$ cat config.mk
export PLATFORM = sky130hd
export DESIGN_NAME = dww_top
export DESIGN_NICKNAME = d
export VERILOG_FILES = /design/src/pkg/dww_pkg.sv /design/src/pkg/dww_win_if.sv /design/src/design/dww_addr_gen.sv /design/src/design/dww_top.sv
export VERILOG_INCLUDE_DIRS = /design/src /design/src/pkg
export SDC_FILE = /design/constraint.sdc
export NUM_CORES = 1
export LEC_CHECK = 0
export ABC_AREA = 1
export BUFFER_PORTS_ARGS = -buffer_cell sky130_fd_sc_hd__buf_4
export CAP_MARGIN = 25
export CORE_UTILIZATION = 50
export CTS_CLUSTER_SIZE = 30
export DETAILED_ROUTE_END_ITERATION = 12
export HOLD_SLACK_MARGIN = 0.02
export PLACE_DENSITY = 0.78
export SLEW_MARGIN = 25
export SYNTH_ARGS = -nofsm -noshare
export SYNTH_HDL_FRONTEND = slang
export SYNTH_HIERARCHICAL = 1
export SYNTH_SLANG_ARGS = --single-unit
$ cat constraint.sdc
create_clock -name clk -period 8.99 [get_ports clk]
set_clock_uncertainty 0.05 [all_clocks]
set_input_delay 0.899 -clock clk [delete_from_list [all_inputs] [get_ports clk]]
set_output_delay 0.899 -clock clk [all_outputs]
set_load 0.01 [all_outputs]
$ cat src/pkg/dww_cfg.svh
// constants of the display window write block
`ifndef DWW_CFG_SVH
`define DWW_CFG_SVH

// ----------------------------------------------------------------
// apb register byte offsets
// ----------------------------------------------------------------
`define DWW_OFS_CMD 8'h00
`define DWW_OFS_PARAM 8'h04
`define DWW_OFS_PIXEL 8'h08
`define DWW_OFS_CTRL 8'h0c
`define DWW_OFS_STATUS 8'h10
`define DWW_OFS_COLWIN 8'h14
`define DWW_OFS_ROWWIN 8'h18
`define DWW_OFS_POS 8'h1c

// ----------------------------------------------------------------
// command codes
// ----------------------------------------------------------------
`define DWW_CMD_SWRESET 8'h01
`define DWW_CMD_BLANK 8'h28
`define DWW_CMD_SHOW 8'h29
`define DWW_CMD_COLWIN 8'h2a
`define DWW_CMD_ROWWIN 8'h2b
`define DWW_CMD_PIXWR 8'h2c

// ----------------------------------------------------------------
// address limits and resolution codes
// ----------------------------------------------------------------
`define DWW_MAX_359 16'h0167
`define DWW_MAX_319 16'h013f
`define DWW_MAX_639 16'h027f
`define DWW_MAX_479 16'h01df
`define DWW_RES_360X640 2'b00
`define DWW_RES_360X480 2'b01
`define DWW_RES_320X480 2'b10

// ----------------------------------------------------------------
// control register fields and reset values
// ----------------------------------------------------------------
`define DWW_CTRL_RES_LO 0
`define DWW_CTRL_SWAP 2
`define DWW_CTRL_COLREV 3
`define DWW_CTRL_ROWREV 4
`define DWW_CTRL_SLEEP 5
`define DWW_CTRL_W 6
`define DWW_CTRL_RST 6'h00
`define DWW_STAT_SHOW 0
`define DWW_STAT_STREAM 1
`define DWW_STAT_DROP 2
`define DWW_PIDX_LAST 2'h3
`define DWW_ZERO16 16'h0000

`endif

$ cat src/pkg/dww_pkg.sv
// types of the display window write block
`include "dww_cfg.svh"
package dww_pkg;

    typedef enum logic [1:0] {
        DWW_IDLE,
        DWW_COLP,
        DWW_ROWP,
        DWW_PIX
    } dww_mode_type;

    typedef struct packed {
        logic [1:0] rs;
    } dww_rst_type;

    typedef struct packed {
        dww_mode_type mode;
        logic [1:0] pidx;
        logic show;
        logic [15:0] col_start;
        logic [15:0] col_end;
        logic [15:0] row_start;
        logic [15:0] row_end;
        logic [`DWW_CTRL_W-1:0] ctrl;
        logic [7:0] last_cmd;
        logic dropped;
        logic pready;
        logic pslverr;
        logic [31:0] prdata;
        logic panel_blank;
        logic mem_we;
        logic [15:0] mem_col;
        logic [15:0] mem_row;
        logic [23:0] mem_data;
    } dww_top_type;

    typedef struct packed {
        logic [15:0] col;
        logic [15:0] row;
    } dww_gen_type;

endpackage

$ cat src/pkg/dww_win_if.sv
// window counter link between command logic and address generator
interface dww_win_if;
    logic load;
    logic step;
    logic [15:0] col_start;
    logic [15:0] col_end;
    logic [15:0] row_start;
    logic [15:0] row_end;
    logic col_rev;
    logic row_rev;
    logic swap;
    logic [1:0] res;
    logic [15:0] cur_col;
    logic [15:0] cur_row;
    logic [15:0] max_col;
    logic [15:0] max_row;
    logic in_range;

    modport ctl (
        output load, step, col_start, col_end, row_start, row_end,
        output col_rev, row_rev, swap, res,
        input cur_col, cur_row, max_col, max_row, in_range
    );
    modport gen (
        input load, step, col_start, col_end, row_start, row_end,
        input col_rev, row_rev, swap, res,
        output cur_col, cur_row, max_col, max_row, in_range
    );
endinterface

$ cat src/design/dww_addr_gen.sv
// column and row address counters of the write window
module dww_addr_gen
    import dww_pkg::*;
(
    input wire logic clk,
    input wire logic rst_n,
    dww_win_if.gen win
);

    dww_gen_type s_r;
    dww_gen_type s_nxt;
    logic [15:0] col_first;
    logic [15:0] col_last;
    logic [15:0] row_first;
    logic [15:0] row_last;

    // ----------------------------------------------------------------
    // limits and counters
    // ----------------------------------------------------------------
    always_comb begin
        s_nxt = s_r;
        // column limit
        if (!win.swap) begin
            if (win.res == `DWW_RES_320X480) begin
                win.max_col = `DWW_MAX_319;
            end else begin
                win.max_col = `DWW_MAX_359;
            end
        end else if (win.res == `DWW_RES_360X640) begin
            win.max_col = `DWW_MAX_639;
        end else begin
            win.max_col = `DWW_MAX_479;
        end
        // row limit
        if (!win.swap) begin
            if (win.res == `DWW_RES_360X640) begin
                win.max_row = `DWW_MAX_639;
            end else begin
                win.max_row = `DWW_MAX_479;
            end
        end else if (win.res == `DWW_RES_320X480) begin
            win.max_row = `DWW_MAX_319;
        end else begin
            win.max_row = `DWW_MAX_359;
        end
        // scan direction picks the corner the stream starts from
        col_first = win.col_rev ? win.col_end : win.col_start;
        col_last = win.col_rev ? win.col_start : win.col_end;
        row_first = win.row_rev ? win.row_end : win.row_start;
        row_last = win.row_rev ? win.row_start : win.row_end;
        if (win.load) begin
            s_nxt.col = col_first;
            s_nxt.row = row_first;
        end else if (win.step) begin
            if (s_r.col == col_last) begin
                s_nxt.col = col_first;
                if (s_r.row == row_last) begin
                    s_nxt.row = row_first;
                end else if (win.row_rev) begin
                    s_nxt.row = s_r.row - 16'h0001;
                end else begin
                    s_nxt.row = s_r.row + 16'h0001;
                end
            end else if (win.col_rev) begin
                s_nxt.col = s_r.col - 16'h0001;
            end else begin
                s_nxt.col = s_r.col + 16'h0001;
            end
        end
        win.cur_col = s_r.col;
        win.cur_row = s_r.row;
        win.in_range = (s_r.col <= win.max_col) &&
            (s_r.row <= win.max_row);
    end

    always_ff @(posedge clk or negedge rst_n) begin
        if (!rst_n) begin
            s_r <= '0;
        end else begin
            s_r <= s_nxt;
        end
    end

endmodule

$ cat src/design/dww_top.sv
// command interpreter for panel blanking, access window and pixel writes
// Function
// - blank command stops showing memory and shows a blank page
// - show command resumes showing frame memory content
// - blank and show touch no memory and no other state; the code still records last_cmd and ends an open pixel stream or window parameter sequence
// - repeating blank or show has no further effect
// - after any reset the panel output is blanked
// - column window takes four bytes: start high, low, end high, low
// - row window takes four bytes: start high, low, end high, low
// - pixels outside the valid address range are discarded
// - column limit is 359, 319, 639 or 479 by resolution and swap
// - row limit is 639, 479, 359 or 319 by resolution and swap
// - pixel write command loads counters with window start
// - start corner follows the scan direction setting
// - each pixel is stored, then counters advance
// - any other command ends the pixel stream
// - pixel stream has no length limit
// - no memory access from pixel data while sleeping
//
// Added by the designer: the APB slave port and the register addresses.
module dww_top
    import dww_pkg::*;
(
    input wire logic clk,
    input wire logic resetn,
    input wire logic psel,
    input wire logic penable,
    input wire logic pwrite,
    input wire logic [7:0] paddr,
    input wire logic [31:0] pwdata,
    output logic [31:0] prdata,
    output logic pready,
    output logic pslverr,
    output logic panel_blank,
    output logic mem_we,
    output logic [15:0] mem_col,
    output logic [15:0] mem_row,
    output logic [23:0] mem_data
);

    // ----------------------------------------------------------------
    // reset release
    // ----------------------------------------------------------------
    dww_rst_type rst_r;
    dww_rst_type rst_nxt;
    logic rst_n;

    always_comb begin
        rst_nxt.rs = {rst_r.rs[0], 1'b1};
    end

    always_ff @(posedge clk or negedge resetn) begin
        if (!resetn) begin
            rst_r <= '0;
        end else begin
            rst_r <= rst_nxt;
        end
    end

    assign rst_n = rst_r.rs[1];

    // ----------------------------------------------------------------
    // address generator
    // ----------------------------------------------------------------
    dww_win_if win ();

    dww_addr_gen u_gen (
        .clk(clk),
        .rst_n(rst_n),
        .win(win)
    );

    // ----------------------------------------------------------------
    // state and decode
    // ----------------------------------------------------------------
    dww_top_type s_r;
    dww_top_type s_nxt;
    logic acc_first;
    logic do_wr;
    logic mapped;
    logic [7:0] wbyte;
    logic ld;
    logic st;
    logic sleeping;

    assign win.load = ld;
    assign win.step = st;
    assign win.col_start = s_r.col_start;
    assign win.col_end = s_r.col_end;
    assign win.row_start = s_r.row_start;
    assign win.row_end = s_r.row_end;
    assign win.col_rev = s_r.ctrl[`DWW_CTRL_COLREV];
    assign win.row_rev = s_r.ctrl[`DWW_CTRL_ROWREV];
    assign win.swap = s_r.ctrl[`DWW_CTRL_SWAP];
    assign win.res = s_r.ctrl[`DWW_CTRL_RES_LO +: 2];

    always_comb begin
        s_nxt = s_r;
        ld = 1'b0;
        st = 1'b0;
        wbyte = pwdata[7:0];
        sleeping = s_r.ctrl[`DWW_CTRL_SLEEP];
        acc_first = psel && penable && !s_r.pready;
        do_wr = psel && penable && pwrite && s_r.pready;
        case (paddr)
            `DWW_OFS_CMD,
            `DWW_OFS_PARAM,
            `DWW_OFS_PIXEL,
            `DWW_OFS_CTRL,
            `DWW_OFS_STATUS,
            `DWW_OFS_COLWIN,
            `DWW_OFS_ROWWIN,
            `DWW_OFS_POS: begin
                mapped = 1'b1;
            end
            default: begin
                mapped = 1'b0;
            end
        endcase

        // apb answer: one wait state, read data registered in the same cycle as pready
        s_nxt.pready = acc_first;
        s_nxt.pslverr = acc_first && !mapped;
        if (acc_first) begin
            case (paddr)
                `DWW_OFS_CMD: begin
                    s_nxt.prdata = {24'h000000, s_r.last_cmd};
                end
                `DWW_OFS_CTRL: begin
                    s_nxt.prdata = {26'h0000000, s_r.ctrl};
                end
                `DWW_OFS_STATUS: begin
                    s_nxt.prdata = 32'h00000000;
                    s_nxt.prdata[`DWW_STAT_SHOW] = s_r.show;
                    s_nxt.prdata[`DWW_STAT_STREAM] = s_r.mode == DWW_PIX;
                    s_nxt.prdata[`DWW_STAT_DROP] = s_r.dropped;
                end
                `DWW_OFS_COLWIN: begin
                    s_nxt.prdata = {s_r.col_end, s_r.col_start};
                end
                `DWW_OFS_ROWWIN: begin
                    s_nxt.prdata = {s_r.row_end, s_r.row_start};
                end
                `DWW_OFS_POS: begin
                    s_nxt.prdata = {win.cur_row, win.cur_col};
                end
                default: begin
                    s_nxt.prdata = 32'h00000000;
                end
            endcase
        end

        s_nxt.mem_we = 1'b0;

        if (do_wr) begin
            case (paddr)
                `DWW_OFS_CMD: begin
                    s_nxt.last_cmd = wbyte;
                    s_nxt.pidx = 2'h0;
                    s_nxt.mode = DWW_IDLE;
                    case (wbyte)
                        `DWW_CMD_BLANK: begin
                            s_nxt.show = 1'b0;
                        end
                        `DWW_CMD_SHOW: begin
                            s_nxt.show = 1'b1;
                        end
                        `DWW_CMD_COLWIN: begin
                            s_nxt.mode = DWW_COLP;
                        end
                        `DWW_CMD_ROWWIN: begin
                            s_nxt.mode = DWW_ROWP;
                        end
                        `DWW_CMD_PIXWR: begin
                            s_nxt.mode = DWW_PIX;
                            s_nxt.dropped = 1'b0;
                            ld = 1'b1;
                        end
                        `DWW_CMD_SWRESET: begin
                            s_nxt.show = 1'b0;
                            s_nxt.col_start = `DWW_ZERO16;
                            s_nxt.col_end = win.max_col;
                            s_nxt.row_start = `DWW_ZERO16;
                            s_nxt.row_end = win.max_row;
                        end
                        default: begin
                        end
                    endcase
                end
                `DWW_OFS_PARAM: begin
                    if (s_r.mode == DWW_COLP) begin
                        case (s_r.pidx)
                            2'h0: s_nxt.col_start[15:8] = wbyte;
                            2'h1: s_nxt.col_start[7:0] = wbyte;
                            2'h2: s_nxt.col_end[15:8] = wbyte;
                            default: s_nxt.col_end[7:0] = wbyte;
                        endcase
                    end else if (s_r.mode == DWW_ROWP) begin
                        case (s_r.pidx)
                            2'h0: s_nxt.row_start[15:8] = wbyte;
                            2'h1: s_nxt.row_start[7:0] = wbyte;
                            2'h2: s_nxt.row_end[15:8] = wbyte;
                            default: s_nxt.row_end[7:0] = wbyte;
                        endcase
                    end
                    if (s_r.mode == DWW_COLP || s_r.mode == DWW_ROWP) begin
                        s_nxt.pidx = s_r.pidx + 2'h1;
                        if (s_r.pidx == `DWW_PIDX_LAST) begin
                            s_nxt.mode = DWW_IDLE;
                        end
                    end
                end
                `DWW_OFS_PIXEL: begin
                    // stream stays open for any number of words
                    if (s_r.mode == DWW_PIX) begin
                        st = 1'b1;
                        if (win.in_range && !sleeping) begin
                            s_nxt.mem_we = 1'b1;
                            s_nxt.mem_data = pwdata[23:0];
                            if (win.swap) begin
                                s_nxt.mem_col = win.cur_row;
                                s_nxt.mem_row = win.cur_col;
                            end else begin
                                s_nxt.mem_col = win.cur_col;
                                s_nxt.mem_row = win.cur_row;
                            end
                        end else begin
                            s_nxt.dropped = 1'b1;
                        end
                    end
                end
                `DWW_OFS_CTRL: begin
                    s_nxt.ctrl = pwdata[`DWW_CTRL_W-1:0];
                end
                default: begin
                end
            endcase
        end
        s_nxt.panel_blank = !s_nxt.show;
    end

    always_ff @(posedge clk or negedge rst_n) begin
        if (!rst_n) begin
            s_r.mode <= DWW_IDLE;
            s_r.pidx <= 2'h0;
            s_r.show <= 1'b0;
            s_r.col_start <= `DWW_ZERO16;
            s_r.col_end <= `DWW_MAX_359;
            s_r.row_start <= `DWW_ZERO16;
            s_r.row_end <= `DWW_MAX_639;
            s_r.ctrl <= `DWW_CTRL_RST;
            s_r.last_cmd <= 8'h00;
            s_r.dropped <= 1'b0;
            s_r.pready <= 1'b0;
            s_r.pslverr <= 1'b0;
            s_r.prdata <= 32'h00000000;
            s_r.panel_blank <= 1'b1;
            s_r.mem_we <= 1'b0;
            s_r.mem_col <= `DWW_ZERO16;
            s_r.mem_row <= `DWW_ZERO16;
            s_r.mem_data <= 24'h000000;
        end else begin
            s_r <= s_nxt;
        end
    end

    // ----------------------------------------------------------------
    // outputs
    // ----------------------------------------------------------------
    assign prdata = s_r.prdata;
    assign pready = s_r.pready;
    assign pslverr = s_r.pslverr;
    assign panel_blank = s_r.panel_blank;
    assign mem_we = s_r.mem_we;
    assign mem_col = s_r.mem_col;
    assign mem_row = s_r.mem_row;
    assign mem_data = s_r.mem_data;

endmodule

==> flow_summary_export.csv <==
group,metric,value,unit
setup_path,cp-start-kind,"flip-flop",
drt,via_per_inst,5.448,
sta,setup_tns,0,ps
floorplanning,dieArea,31550,µm²
yosys,yosys_warnings,6,
cts,holdBufCountCts,0,
sta,finalSetupViolCount,0,
floorplanning,fp.dieH,177.6,µm
sta,timing.final.crit_share,0.4316,
yosys,synth_cells,2195,
drt,topRoutingLayerUsed,"met4",
setup_path,arrival,4200,ps
yosys,post_synth_fa_ha_maj_area_fraction,0.04317,
yosys,async_flop_share,1.000,
floorplanning,row_count,63,
cts,htree_levels,1,
setup_path,slowest_delay,600,ps
drt,vias,14170,
finish,antennaDiodeCount,0,
drt,drc_errors,0,
setup_path,endpoint_kind,"flip-flop",
setup_path,critPathKind,"flip-flop to flip-flop",
floorplanning,pin_count,137,
grt,grt_max_degree,181,
cts,cts_buffers,25,
drt,wl_met3,4438,µm
setup_path,critPathRequiredTime,9310,ps
cts,clockBufferDepth,3,
drt,drt_wl_total,44020,µm
job,drv_cap,0,
drt,avgRoutedWirePerCell,16.92,µm
floorplanning,start_util,0.5148,
yosys,post-synth-top-count-cell,"nand2_1",
cts,post_cts_resized,0,
yosys,synth-edff-count,0,
cts,cts_tree,"built",
yosys,yosysSeqAreaShare,0.3420,
place,place.gp.congestion,0.9590,
setup_path,worst_path_most_repeated_cell,"inv_1",
finish,area_growth_syn_to_layout,7.992,%
setup_path,reg2reg_depth,15,
setup_path,cp_cell_sequence,"buf_4 -> inv_1 -> nor2_1 -> inv_1 -> ha_1 -> nand2_1 -> o21ai_0 -> a21boi_0 -> o211ai_1 -> inv_1 -> inv_1 -> nor2_1 -> nand3_2 -> buf_4 -> o21ai_0",
yosys,synth_common_cells,"nand2_1, inv_1, dfrtp_1",
setup_path,path_max_fanout,96,
sta,slew_headroom,0.4192,
yosys,synth_seq_cells,210,
setup_path,r2r-end,"mem_row[9]",
yosys,synth_cell_types,50,
yosys,netlist_area,15420,µm²
yosys,synth_simple_gate_area_frac,0.3409,
drt,first_iter_violations,1405,
yosys,synth_top_flop_cell,"dfrtp_1",
sta,max_freq,257.7,MHz
grt,grt_pass1_wl,69150,µm
finish,final_cell_area,16650,µm²
cts,cts_sinks,210,
grt,antenna_found_initial,0,
drt,drt_first_pass_iters,7,
finish,layout-drive-gt1-share,0.1407,
setup_path,r2r_slack,5110,ps
sta,final_max_slew_viol_count,0,
power_and_ir_drop,p_leak,9.306,nW
grt,grt_pass1_vias,13067,
sta,worst_slew_pin_slew,870.3,ps
drt,final_antenna_net_count,0,
cts,insertion_delay,530,ps
cts,post-cts-setup-buffers,0,
finish,final_nets,2290,
sta,min_period,3880,ps
floorplanning,core_area,29950,µm²
place,dpl.hpwl,31440,µm
yosys,synth_top_family_by_area,"simple AND/OR/NAND/NOR gates",
yosys,synth_compound_area_frac,0.1009,
drt,wl_met1,18730,µm
cts,cts-root-buf,"clkbuf_16",
yosys,synth_mux_area_frac,0.02726,
setup_path,reg2reg_from,"s_r[103]",
setup_path,critPathSlowestCell,"buf_4",
yosys,netlist.area_leader.share,0.3165,
yosys,avgSynthCellArea,7.025,µm²
grt,grt.total_usage,0.2799,
grt,gr-total-overflow,0,
power_and_ir_drop,finalPower,2.096,mW
sta,rsz0062_at_grt,"no",
place,io_buffers,128,
status,status,"finished clean",
place,placed_area,15770,µm²
yosys,synthXorXnorAreaFrac,0.007952,
floorplanning,die_w,177.6,µm
yosys,yosys-top-cells-area,"dfrtp_1, nand2_1, buf_4, inv_1, nand3_1",
drt,met2_length,18970,µm
finish,fill_cells,2777,
cts,clk_pin_slew,60,ps
yosys,yosys.area.top_type,"dfrtp_1",
power_and_ir_drop,peakVddDrop,0.1275,mV
power_and_ir_drop,powerDensity,125.9,nW/µm²
min_path,hp-class,"input port to asynchronous set/reset pin",
sta,finalHoldViolCount,0,
[flip-flops by register name, indices dropped and copies added (netlist names), named ones only]
signal,count
mem_col,16
mem_data,24
mem_row,16
mem_we,1
panel_blank,1
prdata,32
pready,1
pslverr,1
rst_r,2
s_r,19
u_gen/win.cur_col,16
u_gen/win.cur_row,16
win.col_end,16
win.col_start,16
win.row_end,16
win.row_start,16
[power by group]
group          switching [mW]  leakage, nW  internal (mW)  total [mW]
Sequential             0.0103         2.60          0.955       0.965
Combinational          0.0616         6.29         0.0340      0.0956
Clock                   0.412        0.418          0.623        1.04
[stage by stage]
stage                     instances  worst slack, ps    util  hold slack, ps
after floorplan                2211             2681       -           281.2
after global placement         2554             5269  0.5263           208.6
after detailed placement       2554             5245  0.5263           211.2
after CTS                      2599             5257  0.5543           87.75
after global routing           2601             4847  0.5559           91.84
final                          2601             5110  0.5559           96.36
[how the worst max path moves through the flow]
stage          cells past startpoint                          to      from  slack (ps)
2_1_floorplan                      0  asynchronous set/reset pin  rst_r[1]        2680
3_3_place_gp                       8                  prdata[16]  paddr[5]        5270
3_5_place_dp                       8                  prdata[16]  paddr[5]        5240
4_1_cts                           15                  mem_row[9]  s_r[103]        5260
5_1_grt                           16                 mem_row[10]  s_r[103]        4850
6_report                          15                  mem_row[9]  s_r[103]        5110
[cell families (layout without fill, tap and decap cells)]
family | after synthesis | in the layout
simple gates | 1228 | 1228
buf+inv | 409 | 409
compound gates | 237 | 237
flops | 210 | 210
fa+ha+maj | 52 | 52
mux | 42 | 42
xor+xnor | 14 | 14
other cells | 3 | 19
[area by class of cell]
type / count / area (µm²) / share of cell area
Tap cell: 390 / 488.0 / 0.02930
Sequential cell: 210 / 5280 / 0.3171
Multi-Input combinational cell: 1592 / 8103 / 0.4866
Inverter: 224 / 845.8 / 0.05079
Clock buffer: 35 / 733.2 / 0.04403
Timing Repair Buffer: 140 / 1096 / 0.06582
Clock inverter: 10 / 106.4 / 0.006387
[routing by layer]
layer | vias up | global-route usage
met5 | - | 0
met4 | 0 | 0.1140
met3 | 108 | 0.04970
met2 | 710 | 0.4295
met1 | 6546 | 0.3886
li1 | 6806 | -
[layout by cell type, fill, tap and decap left out, drive strengths merged, types with 2 or more instances in the layout]
cell type and instances:
nand2 883, inv 223, dfrtp 195, nand3 157
buf 140, o21ai 135, nor2 130, o21bai 66
ha 50, mux2i 42, clkbuf 35, a21oi 30
nand4 29, conb 19, dfstp 15, nand3b 14
xnor2 8, clkinv 8, nor3 6, xor2 6
and3 2, o211ai 2, bufinv 2, or2 2
and2 2, fa 2, nor4 2
[worst max-delay path, delay by kind of cell (launching register included)]
kind	cells	cell delay (ps)
fa+ha+maj	1	310
simple gates	4	540
flops	1	330
compound gates	4	750
buf+inv	6	1630
No activity file was read; power rests on OpenSTA's default activity.
